<file path="config.mk">
export PLATFORM = sky130hd
export DESIGN_NAME = mpss_sequencer
export DESIGN_NICKNAME = d
export VERILOG_FILES = /design/src/verilog/mpss_pkg.sv /design/src/verilog/mpss_sequencer.sv
export SDC_FILE = /design/constraint.sdc
export NUM_CORES = 1
export LEC_CHECK = 0
export BUFFER_PORTS_ARGS = -buffer_cell sky130_fd_sc_hd__buf_2
export CAP_MARGIN = 20
export CORE_ASPECT_RATIO = 1.75
export CORE_UTILIZATION = 50
export DETAILED_ROUTE_END_ITERATION = 8
export MAX_ROUTING_LAYER = met4
export PLACE_DENSITY = 0.67
export SLEW_MARGIN = 20
export SYNTH_ARGS = -nofsm -noshare
export SYNTH_HDL_FRONTEND = slang
export SYNTH_SLANG_ARGS = --single-unit
</file>
<file path="constraint.sdc">
create_clock -name core_clk -period 5.2 [get_ports core_clk]
set_clock_uncertainty 0.15 [all_clocks]
set_input_delay 0.26 -clock core_clk [delete_from_list [all_inputs] [get_ports core_clk]]
set_output_delay 0.26 -clock core_clk [all_outputs]
set_load 0.03 [all_outputs]
</file>
<file path="src/verilog/mpss_pkg.sv">
// package of constants, states and carrier structs for the power-state sequencer
package mpss_pkg;

  // clock rate in kHz, so that millisecond figures turn into cycles
  localparam int unsigned CLK_KHZ          = 200000;
  // timing figures in their own unit, as printed
  localparam int unsigned BTN_MIN_MS       = 50;
  localparam int unsigned BTN_OVR_MS       = 4000;
  localparam int unsigned SMB_WAIT_MS      = 25;
  localparam int unsigned RST_HOLD_MIN_MS  = 5;
  localparam int unsigned RST_HOLD_MAX_MS  = 6;
  // derived cycle counts; the hold sits at the least time, which rounds up exactly
  localparam int unsigned BTN_MIN_CYC      = BTN_MIN_MS * CLK_KHZ;
  localparam int unsigned BTN_OVR_CYC      = BTN_OVR_MS * CLK_KHZ;
  localparam int unsigned SMB_WAIT_CYC     = SMB_WAIT_MS * CLK_KHZ;
  localparam int unsigned RST_HOLD_CYC     = RST_HOLD_MIN_MS * CLK_KHZ;

  // counter widths: 800 million cycles fit in 30 bits
  localparam int unsigned CNT_W            = 30;

  // power states of the module
  typedef enum logic [2:0] {
    MPSS_OFF,
    MPSS_SOFT_OFF,
    MPSS_STARTING,
    MPSS_WORKING,
    MPSS_SUSPEND_RAM,
    MPSS_HIBERNATE
  } mpss_state_t;

  // reset-button sequence
  typedef enum logic [1:0] {
    MPSS_RST_IDLE,
    MPSS_RST_WAIT_BUS,
    MPSS_RST_HOLD
  } mpss_rst_t;

  // synchronised carrier pins travel together
  typedef struct packed {
    logic power_button_n;
    logic supply_good_in;
    logic reset_button_n;
  } mpss_pins_t;

  // requests from platform firmware for sleep states
  typedef struct packed {
    logic sleep_ram;
    logic sleep_disk;
    logic sleep_off;
  } mpss_sleep_t;

endpackage

</file>
<file path="src/verilog/mpss_sequencer.sv">
// power-state sequencer of the module: button timing, power good, reset and supply enable
//
// Behaviour
// - power-on needs button low 50 ms to 4 s
// - button held four seconds forces power off
// - no start while power good stays low
// - power good fall in working goes soft-off
// - reset waits bus idle, at most 25 ms
// - internal reset held between 5 and 6 ms
// - battery alert forces power-on after supply loss
// - atx: button event raises main power
// - atx: supply enable follows suspend-to-ram status
// - standby supports ram, hibernate, soft-off states
// - single supply starts when main power arrives
// - supply enable unused in single supply
// - single supply restarts on button or reconnect
// - single supply enters no suspend state
`timescale 1ns/1ps

module mpss_sequencer
(
  // clock, reset, enable
  input  wire logic                 core_clk,
  input  wire logic                 rst,
  input  wire logic                 clk_en,
  // carrier pins, asynchronous
  input  wire logic                 power_button_n,
  input  wire logic                 supply_good_in,
  input  wire logic                 reset_button_n,
  input  wire logic                 battery_manager_alert_n,
  // supply presence and mode straps
  input  wire logic                 main_power_present,
  input  wire logic                 standby_rail,
  input  wire logic                 atx_mode,
  input  wire logic                 stay_off_after_fail,
  // firmware side, same clock
  input  wire mpss_pkg::mpss_sleep_t sleep_req,
  input  wire logic                 wake_req,
  input  wire logic                 smbus_idle,
  // outputs
  output logic                      suspend_ram_status_n,
  output logic                      main_supply_enable_n,
  output logic                      internal_reset,
  output logic                      module_powered,
  output mpss_pkg::mpss_state_t     power_state
);

  ////////////////////////////////////////////////////////////////////////////
  // input synchronisers

  // two-flop chains for the asynchronous pins
  mpss_pkg::mpss_pins_t pins_meta_reg;   // first stage, read only by second
  mpss_pkg::mpss_pins_t pins_sync_reg;   // usable copy
  mpss_pkg::mpss_pins_t pins_prev_reg;   // for edge detection
  logic [1:0]           aux_meta_reg;    // alert and main power, first stage
  logic [1:0]           aux_sync_reg;    // alert and main power, usable
  logic                 main_prev_reg;   // main power seen last cycle
  logic [1:0]           stby_meta_reg;   // standby rail and mode, first stage
  logic [1:0]           stby_sync_reg;   // standby rail and mode, usable
  mpss_pkg::mpss_pins_t pins_now;

  assign pins_now = '{power_button_n, supply_good_in, reset_button_n};

  // reset values assume released button and pulled-up power good
  always_ff @(posedge core_clk)
  begin
    if (rst)
    begin
      pins_meta_reg <= 3'h7;
      pins_sync_reg <= 3'h7;
      pins_prev_reg <= 3'h7;
      aux_meta_reg  <= 2'h1;
      aux_sync_reg  <= 2'h1;
      main_prev_reg <= 1'b0;
      stby_meta_reg <= 2'h0;
      stby_sync_reg <= 2'h0;
    end
    else if (clk_en)
    begin
      pins_meta_reg <= pins_now;
      pins_sync_reg <= pins_meta_reg;
      pins_prev_reg <= pins_sync_reg;
      aux_meta_reg  <= {main_power_present, battery_manager_alert_n};
      aux_sync_reg  <= aux_meta_reg;
      main_prev_reg <= aux_sync_reg[1];
      stby_meta_reg <= {atx_mode, standby_rail};
      stby_sync_reg <= stby_meta_reg;
    end
  end

  // decoded levels and edges
  logic btn_low;
  logic good_hi;
  logic good_fall;
  logic rst_fall;
  logic alert_wired;
  logic main_on;
  logic main_rise;
  logic stby_on;
  logic atx_sel;

  assign btn_low     = ~pins_sync_reg.power_button_n;
  assign good_hi     = pins_sync_reg.supply_good_in;
  assign good_fall   = pins_prev_reg.supply_good_in & ~pins_sync_reg.supply_good_in;
  assign rst_fall    = pins_prev_reg.reset_button_n & ~pins_sync_reg.reset_button_n;
  // an alert line held low by a battery manager marks it present
  assign alert_wired = ~aux_sync_reg[0];
  assign main_on     = aux_sync_reg[1];
  assign main_rise   = aux_sync_reg[1] & ~main_prev_reg;
  assign stby_on     = stby_sync_reg[0];
  assign atx_sel     = stby_sync_reg[1];

  ////////////////////////////////////////////////////////////////////////////
  // power button timing

  logic [mpss_pkg::CNT_W-1:0] btn_cnt_reg;    // cycles the button has been low
  logic [mpss_pkg::CNT_W-1:0] btn_cnt_next;
  logic                       btn_ovr_reg;    // override already fired this press
  logic                       btn_ovr_next;
  logic                       btn_event;      // released inside the valid window
  logic                       btn_override;   // four seconds reached

  // count while pressed; saturates so a stuck button fires the override once
  always_comb
  begin
    btn_cnt_next = btn_cnt_reg;
    btn_ovr_next = btn_ovr_reg;
    btn_event    = 1'b0;
    btn_override = 1'b0;
    if (btn_low)
    begin
      if (btn_cnt_reg < mpss_pkg::CNT_W'(mpss_pkg::BTN_OVR_CYC))
      begin
        btn_cnt_next = btn_cnt_reg + 1'b1;
      end
      else if (!btn_ovr_reg)
      begin
        btn_override = 1'b1;
        btn_ovr_next = 1'b1;
      end
    end
    else
    begin
      // release: event only for 50 ms <= t < 4 s
      btn_event    = (btn_cnt_reg >= mpss_pkg::CNT_W'(mpss_pkg::BTN_MIN_CYC)) &&
                     (btn_cnt_reg <  mpss_pkg::CNT_W'(mpss_pkg::BTN_OVR_CYC));
      btn_cnt_next = '0;
      btn_ovr_next = 1'b0;
    end
  end

  // button counter registers
  always_ff @(posedge core_clk)
  begin
    if (rst)
    begin
      btn_cnt_reg <= '0;
      btn_ovr_reg <= 1'b0;
    end
    else if (clk_en)
    begin
      btn_cnt_reg <= btn_cnt_next;
      btn_ovr_reg <= btn_ovr_next;
    end
  end

  ////////////////////////////////////////////////////////////////////////////
  // power state machine

  mpss_pkg::mpss_state_t state_reg;
  mpss_pkg::mpss_state_t state_next;
  logic                  lost_reg;    // supply was lost since last working
  logic                  lost_next;

  // sleep states are only legal with a standby rail in atx mode
  function automatic logic sleep_ok(input logic atx, input logic stby);
    sleep_ok = atx & stby;
  endfunction

  // next power state
  always_comb
  begin
    state_next = state_reg;
    lost_next  = lost_reg;
    case (state_reg)
      mpss_pkg::MPSS_OFF:
      begin
        // single supply: connecting main starts at once; the rising edge is
        // only seen here, so waiting for it in soft-off would miss it
        if (!atx_sel && main_rise && good_hi)
        begin
          state_next = mpss_pkg::MPSS_STARTING;
        end
        // mechanical off: wait for any supply to appear
        else if (main_on || stby_on)
        begin
          state_next = mpss_pkg::MPSS_SOFT_OFF;
        end
      end
      mpss_pkg::MPSS_SOFT_OFF:
      begin
        if (!main_on && !stby_on)
        begin
          state_next = mpss_pkg::MPSS_OFF;
        end
        else if (good_hi || atx_sel)
        begin
          // atx: button event starts; power good rises during start
          if (atx_sel && btn_event)
          begin
            state_next = mpss_pkg::MPSS_STARTING;
          end
          // single supply: auto start on main arrival or button
          else if (!atx_sel && good_hi && (btn_event || main_rise))
          begin
            state_next = mpss_pkg::MPSS_STARTING;
          end
          // after supply loss the alert overrides stay-off
          else if (lost_reg && good_hi && (alert_wired || !stay_off_after_fail))
          begin
            state_next = mpss_pkg::MPSS_STARTING;
          end
        end
      end
      mpss_pkg::MPSS_STARTING:
      begin
        // held here while the carrier keeps power good low
        if (btn_override)
        begin
          state_next = mpss_pkg::MPSS_SOFT_OFF;
        end
        else if (good_hi && main_on)
        begin
          state_next = mpss_pkg::MPSS_WORKING;
          lost_next  = 1'b0;
        end
      end
      mpss_pkg::MPSS_WORKING:
      begin
        if (good_fall || !main_on)
        begin
          // power failure goes straight to soft-off
          state_next = mpss_pkg::MPSS_SOFT_OFF;
          lost_next  = 1'b1;
        end
        else if (btn_override)
        begin
          state_next = mpss_pkg::MPSS_SOFT_OFF;
        end
        else if (sleep_req.sleep_off)
        begin
          state_next = mpss_pkg::MPSS_SOFT_OFF;
        end
        else if (sleep_ok(atx_sel, stby_on) && sleep_req.sleep_ram)
        begin
          state_next = mpss_pkg::MPSS_SUSPEND_RAM;
        end
        else if (sleep_ok(atx_sel, stby_on) && sleep_req.sleep_disk)
        begin
          state_next = mpss_pkg::MPSS_HIBERNATE;
        end
      end
      mpss_pkg::MPSS_SUSPEND_RAM,
      mpss_pkg::MPSS_HIBERNATE:
      begin
        // standby loss drops to off; a button event or wake request starts
        if (!stby_on)
        begin
          state_next = mpss_pkg::MPSS_OFF;
        end
        else if (btn_event || wake_req)
        begin
          state_next = mpss_pkg::MPSS_STARTING;
        end
      end
      default:
      begin
        state_next = mpss_pkg::MPSS_OFF;
      end
    endcase
  end

  // state registers; starting from off counts as a supply loss
  always_ff @(posedge core_clk)
  begin
    if (rst)
    begin
      state_reg <= mpss_pkg::MPSS_OFF;
      lost_reg  <= 1'b1;
    end
    else if (clk_en)
    begin
      state_reg <= state_next;
      lost_reg  <= lost_next;
    end
  end

  ////////////////////////////////////////////////////////////////////////////
  // reset-button sequence

  mpss_pkg::mpss_rst_t        rs_reg;
  mpss_pkg::mpss_rst_t        rs_next;
  logic [mpss_pkg::CNT_W-1:0] rs_cnt_reg;   // wait or hold cycles
  logic [mpss_pkg::CNT_W-1:0] rs_cnt_next;

  // a press during the hold is ignored; the hold runs its full length
  always_comb
  begin
    rs_next     = rs_reg;
    rs_cnt_next = rs_cnt_reg;
    case (rs_reg)
      mpss_pkg::MPSS_RST_IDLE:
      begin
        if (rst_fall && state_reg == mpss_pkg::MPSS_WORKING)
        begin
          rs_next     = mpss_pkg::MPSS_RST_WAIT_BUS;
          rs_cnt_next = '0;
        end
      end
      mpss_pkg::MPSS_RST_WAIT_BUS:
      begin
        // graceful: bus idle, or forced after 25 ms
        if (smbus_idle || rs_cnt_reg >= mpss_pkg::CNT_W'(mpss_pkg::SMB_WAIT_CYC - 1))
        begin
          rs_next     = mpss_pkg::MPSS_RST_HOLD;
          rs_cnt_next = '0;
        end
        else
        begin
          rs_cnt_next = rs_cnt_reg + 1'b1;
        end
      end
      mpss_pkg::MPSS_RST_HOLD:
      begin
        // fixed 5 ms hold, inside the 5 to 6 ms window
        if (rs_cnt_reg >= mpss_pkg::CNT_W'(mpss_pkg::RST_HOLD_CYC - 1))
        begin
          rs_next     = mpss_pkg::MPSS_RST_IDLE;
          rs_cnt_next = '0;
        end
        else
        begin
          rs_cnt_next = rs_cnt_reg + 1'b1;
        end
      end
      default:
      begin
        rs_next     = mpss_pkg::MPSS_RST_IDLE;
        rs_cnt_next = '0;
      end
    endcase
  end

  // reset sequence registers
  always_ff @(posedge core_clk)
  begin
    if (rst)
    begin
      rs_reg     <= mpss_pkg::MPSS_RST_IDLE;
      rs_cnt_reg <= '0;
    end
    else if (clk_en)
    begin
      rs_reg     <= rs_next;
      rs_cnt_reg <= rs_cnt_next;
    end
  end

  ////////////////////////////////////////////////////////////////////////////
  // outputs

  logic out_status_next;
  logic out_enable_next;
  logic out_rst_next;
  logic out_pwr_next;

  // status low only when running; enable copies it in atx, idle high otherwise
  always_comb
  begin
    out_status_next = ~(state_reg == mpss_pkg::MPSS_STARTING ||
                        state_reg == mpss_pkg::MPSS_WORKING);
    out_enable_next = atx_sel ? out_status_next : 1'b1;
    out_rst_next  = (rs_reg == mpss_pkg::MPSS_RST_HOLD) ||
                    (state_reg == mpss_pkg::MPSS_STARTING);
    out_pwr_next  = (state_reg == mpss_pkg::MPSS_WORKING);
  end

  // output registers
  always_ff @(posedge core_clk)
  begin
    if (rst)
    begin
      suspend_ram_status_n <= 1'b0;
      main_supply_enable_n <= 1'b1;
      internal_reset       <= 1'b1;
      module_powered       <= 1'b0;
      power_state          <= mpss_pkg::MPSS_OFF;
    end
    else if (clk_en)
    begin
      suspend_ram_status_n <= out_status_next;
      main_supply_enable_n <= out_enable_next;
      internal_reset       <= out_rst_next;
      module_powered       <= out_pwr_next;
      power_state          <= state_reg;
    end
  end

endmodule

</file>
==> results of run 1 <==
synthesized netlist by cell type, types with 3 or more instances:
cell type	instances	area share [%]
sky130_fd_sc_hd__and3_1	14	1.8
sky130_fd_sc_hd__nor2_1	47	3.7
sky130_fd_sc_hd__and4_1	5	0.92
sky130_fd_sc_hd__buf_6	4	0.94
sky130_fd_sc_hd__and2_1	8	1.0
sky130_fd_sc_hd__or3_1	15	2.0
sky130_fd_sc_hd__mux2i_1	20	4.2
sky130_fd_sc_hd__nand2_1	47	3.7
sky130_fd_sc_hd__o31ai_1	7	1.1
sky130_fd_sc_hd__nor4_1	13	1.7
sky130_fd_sc_hd__dfxtp_1	91	38
sky130_fd_sc_hd__o21a_1	6	0.94
sky130_fd_sc_hd__o21ai_0	24	2.5
sky130_fd_sc_hd__o2111ai_1	9	1.6
sky130_fd_sc_hd__o32ai_1	4	0.73
sky130_fd_sc_hd__a21o_1	8	1.3
sky130_fd_sc_hd__inv_1	22	1.7
sky130_fd_sc_hd__clkbuf_1	20	1.6
sky130_fd_sc_hd__buf_4	4	0.63
sky130_fd_sc_hd__a21oi_1	33	3.5
sky130_fd_sc_hd__ha_1	6	1.6
sky130_fd_sc_hd__nor3_1	15	1.6
sky130_fd_sc_hd__nand3_1	18	1.9
sky130_fd_sc_hd__nand4_1	10	1.3
sky130_fd_sc_hd__nand3b_1	3	0.47
sky130_fd_sc_hd__a31o_1	5	0.92
sky130_fd_sc_hd__or4_1	7	1.1
sky130_fd_sc_hd__o211ai_1	15	2.4
sky130_fd_sc_hd__xor2_1	16	2.9
sky130_fd_sc_hd__buf_2	4	0.42
metrics by stage:
| stage | cells | hold slack [ns] | power [mW] |
|---|---|---|---|
| 3_3_place_gp | 669 | 0.293 | 0.795 |
| 2_1_floorplan | 558 | 0.238 | 0.775 |
| 5_1_grt | 689 | 0.000518 | 1.49 |
| 3_5_place_dp | 669 | 0.303 | 0.796 |
| 6_report | 689 | 0.00591 | 1.45 |
| 4_1_cts | 689 | 0.00143 | 1.46 |
kinds of logic (layout without fill, tap and decap cells):
family | count (synthesis) | after routing
AND/OR/NAND/NOR | 224 | 224
AO/OA/AOI/OAI | 143 | 143
flip-flops | 91 | 91
buffers and inverters | 57 | 68
multiplexers | 21 | 21
XOR/XNOR | 16 | 16
adder cells (fa/ha/maj) | 6 | 6
metal layers:
metal  vias up  global-route usage (%)  share of wire, %
met2        80                    42.9                53
met4         0                    14.6               4.3
met1      1998                    24.4                39
met5         -                       -                 0
met3        40                    5.21               3.0
li1       2086                       -                 -
worst paths after layout:
kind	startpoint	endpoint	slack [ns]	depth (start not counted)
worst max-delay path	state_reg[0]	rs_cnt_reg[22]	2.37	6
worst min-delay path	atx_mode	stby_meta_reg[1]	0.006	3
worst max register to register	state_reg[0]	rs_cnt_reg[22]	2.37	6
worst min register to register	btn_ovr_reg	btn_ovr_reg	0.32	2
final cells by class:
| cell class | instances | area (um^2) | share of cell area [%] |
|---|---|---|---|
| multi-input combinational | 410 | 2700 | 51.5 |
| sequential | 91 | 1820 | 34.8 |
| clock buffer | 10 | 239 | 4.57 |
| timing repair buffer | 29 | 173 | 3.30 |
| tap | 120 | 150 | 2.87 |
| inverter | 23 | 86.3 | 1.65 |
| clock inverter | 6 | 63.8 | 1.22 |
worst max-delay path: stages, from the launching register on:
cell	delay (ns)
sky130_fd_sc_hd__dfxtp_1	0.52
sky130_fd_sc_hd__nand3b_1	0.27
sky130_fd_sc_hd__o21ai_1	0.22
sky130_fd_sc_hd__nand2_1	0.61
sky130_fd_sc_hd__or3_1	0.58
sky130_fd_sc_hd__a2bb2oi_1	0.14
sky130_fd_sc_hd__a211oi_1	0.22
power by group through the flow:
stage,Combinational [mW],Clock [mW],Sequential (mW)
CTS,0.0655,0.675,0.717
finish,0.0649,0.665,0.717
detailed placement,0.0629,0,0.733
global route,0.0716,0.705,0.718
global placement,0.0622,0,0.733
floorplan,0.0464,0,0.729
repair_timing:
item,in CTS,in global routing
resized for setup,0,0
hold endpoints to repair,4,0
hold buffers,4,0
==> results_tabular.tex, run 1 <==
\begin{tabular}{lr}
\hline
Metric & Value \\
\hline
\multicolumn{2}{l}{\textbf{Status}} \\
Run status & finished clean \\
\multicolumn{2}{l}{\textbf{Synth}} \\
Fraction of synthesized cell area in xor and xnor cells & 2.93\% \\
Fraction of the mapped netlist area in compound gates & around 22\% \\
Share of cell area taken by muxes after synthesis & between 4 and 5\% \\
Total of warnings raised by yosys & 0 \\
Net count after synthesis & between 500 and 600 \\
Adder-cell share of the synthesized area & 1.57\% \\
Mean instance size in the synthesized netlist & 8.57 um\^{}2 \\
Main combinational cell family by area after synthesis & simple AND/OR/NAND/NOR gates \\
Dominant register cell in the synthesized netlist & sky130\_fd\_sc\_hd\_\_dfxtp\_1 \\
Number of register bits inferred by synthesis & 91 \\
Simple-gate share of the synthesized area & 25.8\% \\
Cell count after synthesis & 558 \\
Total standard cell area after synthesis & 4780 um\^{}2 \\
Count of distinct cell types in the synthesized netlist & 75 \\
Share of synthesized flip-flops with an asynchronous set or reset & 0\% \\
Number of enable flip-flop cells after synthesis & 0 \\
Post-synthesis sequential area ratio & a little under two fifths \\
\multicolumn{2}{l}{\textbf{Run}} \\
Max-cap violation count & 0 \\
\multicolumn{2}{l}{\textbf{STA}} \\
Worst setup margin & 2.37 ns \\
Hold violation total from the final report & 0 \\
Setup repair after global routing missed its margin & false \\
Achievable Freq & 354 MHz \\
Relative slew margins & 30.8\% \\
Post-layout minimum cycle time & 2.83 ns \\
TNS Setup & 0 ns \\
Post-route fraction of the period consumed by the critical path & 54.4\% \\
Least-Margin Pin Slew & 1.04 ns \\
Setup violators final & 0 \\
Count of pins over their slew limit & 0 \\
\multicolumn{2}{l}{\textbf{Worst setup path}} \\
Kind of end point of the critical path & flop \\
Data required time at the worst endpoint & between 5 and 6 ns \\
Type of the setup path with the least slack & reg -> reg \\
Maximum net fanout on the critical path & 32 \\
Kind of start point of the critical path & flop \\
Data arrival time of the critical path & just under 3 ns \\
\multicolumn{2}{l}{\textbf{Floorplanning}} \\
Top-Level Pins & 23 \\
Placeable core area & 9150 um\^{}2 \\
Total die area & approximately 10000 um\^{}2 \\
Initial Util & 52.2\% \\
Die outline height & 131 um \\
X dimension of the die & 75.9 um \\
Total number of placement rows & 46 \\
\multicolumn{2}{l}{\textbf{Power and ir drop}} \\
Power dissipated by switching net loads & 332 uW \\
Areal power density over the cells & 277 nW/um\^{}2 \\
Static leakage power & 1.85 nW \\
Sequential power share & 49.6\% \\
Clock Power Share & 46.0\% \\
Internal power summed over all cells & between 1 and 1.5 mW \\
Switching share of total power & between 20\% and 30\% \\
Relative contribution of combinational cells to total power & approximately 4.5\% \\
Worst ir drop on vdd & 0.000207 V \\
\multicolumn{2}{l}{\textbf{Clock tree}} \\
TritonCTS Sinks & 91 \\
H-Tree Depth & 3 \\
Clock insertion delay at the later pin of the skew report & between 0.3 and 0.4 ns \\
Setup Fix Bufs, Post-CTS & 0 \\
Maximum buffer depth of the clock tree & 2 \\
TritonCTS clock tree & yes \\
Clock tree root buffer cell & sky130\_fd\_sc\_hd\_\_clkbuf\_16 \\
CTS clock-pin slew for the worst setup and hold paths & 0.06 ns \\
TritonCTS buffer count & 9 \\
\multicolumn{2}{l}{\textbf{Placement}} \\
Total placed instance area & 4890 um\^{}2 \\
Weighted congestion at the end of routability-driven global placement & 0.918 \\
Worst slack after detailed placement & 2.25 ns \\
DP Wirelength & 8.00 mm \\
Port Buffer Count & 22 \\
\multicolumn{2}{l}{\textbf{Drt}} \\
Mean routed wirelength per cell & approximately 17 um \\
Via total after detailed routing & 4204 \\
Final routed DRC violation total & 0 \\
Aggregate routed wire length & 11.4 mm \\
Routed Antenna Nets & 0 \\
Average vias per placed instance & 6.10 \\
Pre-Repair DR Iteration Count & 4 \\
Number of design-rule violations left by the first detailed-router iteration & 240 \\
\multicolumn{2}{l}{\textbf{Cells and area}} \\
Final net count & $\sim$590 \\
Ant. Diodes & 0 \\
Area Overhead vs Synth & 9.37\% \\
Layout Cell Area excl Fill & 5230 um\^{}2 \\
End-of-flow core utilization & 57.1\% \\
Share of post-route cells with drive strength above 1 & a little over a tenth \\
Most common cell after layout, fill and taps aside & sky130\_fd\_sc\_hd\_\_dfxtp\_1 \\
Number of inserted filler cells in the final layout & 851 \\
Commonest cells after routing, fill and taps aside & 91 x sky130\_fd\_sc\_hd\_\_dfxtp\_1, 47 x sky130\_fd\_sc\_hd\_\_nand2\_1, 47 x sky130\_fd\_sc\_hd\_\_nor2\_1 \\
\multicolumn{2}{l}{\textbf{Global routing}} \\
Initial antenna violation count & 0 \\
Pin count of the biggest net entering global routing & 51 \\
GRT Residual Overflow & 0 \\
Number of global-route vias before repair & just over 4000 \\
Global routing usage summed across all routing layers & 24.4\% \\
Global-route wire length before repair & approximately 19 mm \\
\multicolumn{2}{l}{\textbf{Worst hold path}} \\
Path category of the worst min-delay check & in -> reg \\
\hline
\end{tabular}
Note: power is estimated with default switching activity, not from simulation.
==> inputs of run 2 (changes only) <==
- ABC_AREA: unset -> 1
- clock period: 5.2 -> 2.7 ns (I/O delays scaled with it)
==> results_tabular.tex, run 2 <==
\begin{tabular}{lr}
\hline
Metric & Value \\
\hline
\multicolumn{2}{l}{\textbf{Status}} \\
Run status & finished clean \\
\multicolumn{2}{l}{\textbf{STA}} \\
Setup violators final & 0 (unchanged) \\
Post-layout minimum cycle time & 2.41 ns (-0.414 ns) \\
TNS Setup & 0 ns (unchanged) \\
Post-route fraction of the period consumed by the critical path & 89.4\% (+35 points) \\
Achievable Freq & 414 MHz (+17\%) \\
Least-Margin Pin Slew & 0.851 ns (-0.184 ns) \\
Hold violation total from the final report & 0 (unchanged) \\
Relative slew margins & 43.2\% (+12 points) \\
Setup repair after global routing missed its margin & false \\
Count of pins over their slew limit & 0 (unchanged) \\
\multicolumn{2}{l}{\textbf{Drt}} \\
Average vias per placed instance & 5.49 (-10\%) \\
Pre-Repair DR Iteration Count & 6 (+2) \\
Number of design-rule violations left by the first detailed-router iteration & 275 (+15\%) \\
Routed Antenna Nets & 0 (unchanged) \\
Final routed DRC violation total & 0 (unchanged) \\
Mean routed wirelength per cell & 14.2 um (-14\%) \\
Via total after detailed routing & 5475 (+30\%) \\
Aggregate routed wire length & 14.2 mm (+24\%) \\
\multicolumn{2}{l}{\textbf{Synth}} \\
Largest cells by area after synthesis & sky130\_fd\_sc\_hd\_\_dfxtp\_1 34\%, sky130\_fd\_sc\_hd\_\_nand2\_1 14\%, sky130\_fd\_sc\_hd\_\_nand3\_1 9.5\% \\
Dominant register cell in the synthesized netlist & sky130\_fd\_sc\_hd\_\_dfxtp\_1 \\
Cell count after synthesis & 849 (+52\%) \\
Net count after synthesis & 871 (+50\%) \\
Most used standard cell by instance count after synthesis & sky130\_fd\_sc\_hd\_\_nand2\_1 \\
Yosys top cell area share & 33.6\% (-4.5 points) \\
Mean instance size in the synthesized netlist & 6.39 um\^{}2 (-25\%) \\
Most frequent cells after synthesis & 196 x sky130\_fd\_sc\_hd\_\_nand2\_1, 104 x sky130\_fd\_sc\_hd\_\_nor2\_1, 103 x sky130\_fd\_sc\_hd\_\_nand3\_1 \\
Number of register bits inferred by synthesis & 91 (unchanged) \\
Share of synthesized flip-flops with an asynchronous set or reset & 0\% (unchanged) \\
Post-synthesis sequential area ratio & 33.6\% (-4.5 points) \\
Count of distinct cell types in the synthesized netlist & 46 (-39\%) \\
Total standard cell area after synthesis & 5420 um\^{}2 (+13\%) \\
Number of enable flip-flop cells after synthesis & 0 (unchanged) \\
Total of warnings raised by yosys & 0 (unchanged) \\
Post-synth top area cell & sky130\_fd\_sc\_hd\_\_dfxtp\_1 \\
\multicolumn{2}{l}{\textbf{Cells and area}} \\
Share of post-route cells with drive strength above 1 & 9.23\% (-1.7 points) \\
Ant. Diodes & 0 (unchanged) \\
Count of non-filler cells in the finished layout & 997 (+45\%) \\
Most common cell after layout, fill and taps aside & sky130\_fd\_sc\_hd\_\_nand2\_1 \\
Final net count & 884 (+51\%) \\
Commonest cells after routing, fill and taps aside & 196 x sky130\_fd\_sc\_hd\_\_nand2\_1, 104 x sky130\_fd\_sc\_hd\_\_nor2\_1, 103 x sky130\_fd\_sc\_hd\_\_nand3\_1 \\
Area Overhead vs Synth & 9.97\% \\
\multicolumn{2}{l}{\textbf{Floorplanning}} \\
Top-Level Pins & 23 (unchanged) \\
Total number of placement rows & 50 (+8.7\%) \\
Total die area & 11300 um\^{}2 (+13\%) \\
Die outline height & 140 um (+6.4\%) \\
X dimension of the die & 80.7 um (+6.3\%) \\
Initial Util & 51.0\% (-1.3 points) \\
Placeable core area & 10600 um\^{}2 (+16\%) \\
\multicolumn{2}{l}{\textbf{Run}} \\
Max-cap violation count & 0 (unchanged) \\
\multicolumn{2}{l}{\textbf{Global routing}} \\
Global routing usage summed across all routing layers & 27.3\% (+2.9 points) \\
Number of global-route vias before repair & 5170 (+27\%) \\
Global-route wire length before repair & 23.1 mm (+22\%) \\
Pin count of the biggest net entering global routing & 40 (-22\%) \\
GRT Residual Overflow & 0 (unchanged) \\
Initial antenna violation count & 0 (unchanged) \\
\multicolumn{2}{l}{\textbf{Clock tree}} \\
TritonCTS Sinks & 91 (unchanged) \\
Setup Fix Bufs, Post-CTS & 0 (unchanged) \\
TritonCTS clock tree & yes \\
CTS clock-pin slew for the worst setup and hold paths & 0.07 ns (about the same) \\
TritonCTS buffer count & 9 (unchanged) \\
Maximum buffer depth of the clock tree & 2 (unchanged) \\
Clock tree root buffer cell & sky130\_fd\_sc\_hd\_\_clkbuf\_16 \\
H-Tree Depth & 3 (unchanged) \\
Clock insertion delay at the later pin of the skew report & 0.34 ns (about the same) \\
\multicolumn{2}{l}{\textbf{Worst setup path}} \\
Data required time at the worst endpoint & 2.83 ns (-2.47 ns) \\
Kind of start point of the critical path & flop \\
Cell class contributing the biggest share of worst-path delay & simple AND/OR/NAND/NOR gates \\
CP cell instances & ha\_1 > nand3\_2 > nor2\_2 > o21ai\_1 > nand3\_1 > nand2\_1 > nand2\_1 > nor2\_4 > inv\_1 > nor2\_1 > nand4\_1 > a21oi\_1 \\
Critical path buffers and inverters & 1 (+1) \\
Kind of end point of the critical path & flop \\
Data arrival time of the critical path & 2.54 ns (-0.39 ns) \\
Cell type of the slowest stage on the worst timing path & sky130\_fd\_sc\_hd\_\_nor2\_4 \\
Most common cell type on the critical path & sky130\_fd\_sc\_hd\_\_nand2\_1 \\
Type of the setup path with the least slack & reg -> reg \\
Maximum net fanout on the critical path & 22 (-31\%) \\
Max incr delay on CP & 0.44 ns (-0.17 ns) \\
\multicolumn{2}{l}{\textbf{Power and ir drop}} \\
Areal power density over the cells & 520 nW/um\^{}2 (+88\%) \\
Static leakage power & 2.37 nW (+28\%) \\
Worst ir drop on vdd & 0.000487 V (+140\%) \\
\multicolumn{2}{l}{\textbf{Placement}} \\
Port Buffer Count & 22 (unchanged) \\
DP Wirelength & 10.3 mm (+29\%) \\
Weighted congestion at the end of routability-driven global placement & 0.999 (+8.8\%) \\
Total instance count after detailed placement & 973 (+45\%) \\
\multicolumn{2}{l}{\textbf{Worst hold path}} \\
Path category of the worst min-delay check & in -> reg \\
\hline
\end{tabular}
==> run 2: changes by cell type in the layout (fill, tap and decap cells not counted), moves of 15 or more <==
cell,previous run,this run
sky130_fd_sc_hd__mux2i_1,20,0
sky130_fd_sc_hd__nand3_1,18,103
sky130_fd_sc_hd__or3_1,15,0
sky130_fd_sc_hd__a21oi_1,33,61
sky130_fd_sc_hd__nor2_1,47,104
sky130_fd_sc_hd__nand2_1,47,196
sky130_fd_sc_hd__inv_1,22,87
==> run 2: what timing repair did <==
action                     4_1_cts  5_1_grt
setup endpoints to repair        0       25
hold buffers                     8        0
hold endpoints to repair        12        0
resized for setup                0        1
==> run 2: cells by family (layout without fill, tap and decap cells) <==
| logic type | after synthesis | count (layout) | synth area share [%] |
|---|---|---|---|
| buffers and inverters | 132 | 150 | 9.90 |
| AOI/OAI and AO/OA | 112 | 112 | 11.2 |
| xor gates and xnor gates | 25 | 25 | 4.04 |
| and+or+nand+nor | 483 | 483 | 39.9 |
| adders and majority gates | 6 | 6 | 1.38 |
| DFF | 91 | 91 | 33.6 |
==> run 2: power by group <==
group / total, mW / internal [mW] / switching, mW
Combinational: 0.425 / 0.119 / 0.306
Sequential: 1.42 / 1.39 / 0.0334
Clock: 1.26 / 0.723 / 0.534
==> run 2: worst paths after layout <==
path,from,to,slack [ns],cells after the start
worst max register to register,rs_cnt_reg[0],rs_cnt_reg[22],0.29,12
worst max-delay path,rs_cnt_reg[0],rs_cnt_reg[22],0.29,12
worst min register to register,rs_cnt_reg[24],rs_cnt_reg[24],0.29,2
worst min-delay path,sleep_req[0],state_reg[2],0.10,6
==> run 2: worst reg2reg max path, stage by stage (launching register included) <==
cell                      delay, ns
sky130_fd_sc_hd__dfxtp_1       0.35
sky130_fd_sc_hd__ha_1          0.28
sky130_fd_sc_hd__nand3_2       0.16
sky130_fd_sc_hd__nor2_2        0.08
sky130_fd_sc_hd__o21ai_1       0.14
sky130_fd_sc_hd__nand3_1       0.09
sky130_fd_sc_hd__nand2_1       0.07
sky130_fd_sc_hd__nand2_1       0.07
sky130_fd_sc_hd__nor2_4        0.44
sky130_fd_sc_hd__inv_1         0.15
sky130_fd_sc_hd__nor2_1        0.13
sky130_fd_sc_hd__nand4_1       0.08
sky130_fd_sc_hd__a21oi_1       0.15
==> run 2: cell type report <==
type	instances	area, um^2
Fill cell	1068	4670
Multi-Input combinational cell	626	3070
Timing Repair Buffer	38	250
Tap cell	130	163
Clock buffer	11	233
Clock inverter	5	62.6
Inverter	96	360
Sequential cell	91	1820
==> run 2: metrics by stage <==
| stage | instance area, um^2 | setup WS [ns] | total power [mW] | hold slack [ns] | util (%) |
|---|---|---|---|---|---|
| final | 5960 | 0.287 | 3.10 | 0.103 | 56.1 |
| after global routing | 5960 | 0.134 | 3.24 | 0.169 | 56.1 |
| after CTS | 5960 | 0.0211 | 3.13 | 0.0972 | 56.0 |
| after detailed placement | 5580 | 0.0363 | 1.86 | 0.205 | 52.5 |
| after global placement | 5580 | 0.102 | 1.85 | 0.199 | 52.5 |
| after floorplan | 5420 | 0.793 | 1.75 | 0.107 | - |
==> run 2: routing by layer <==
layer	vias up	track usage (%)	routed length [um]
li1	2781	-	-
met1	2504	26.9	5380
met2	150	49.5	7800
met3	40	3.54	461
met4	0	15.4	556
met5	-	-	0
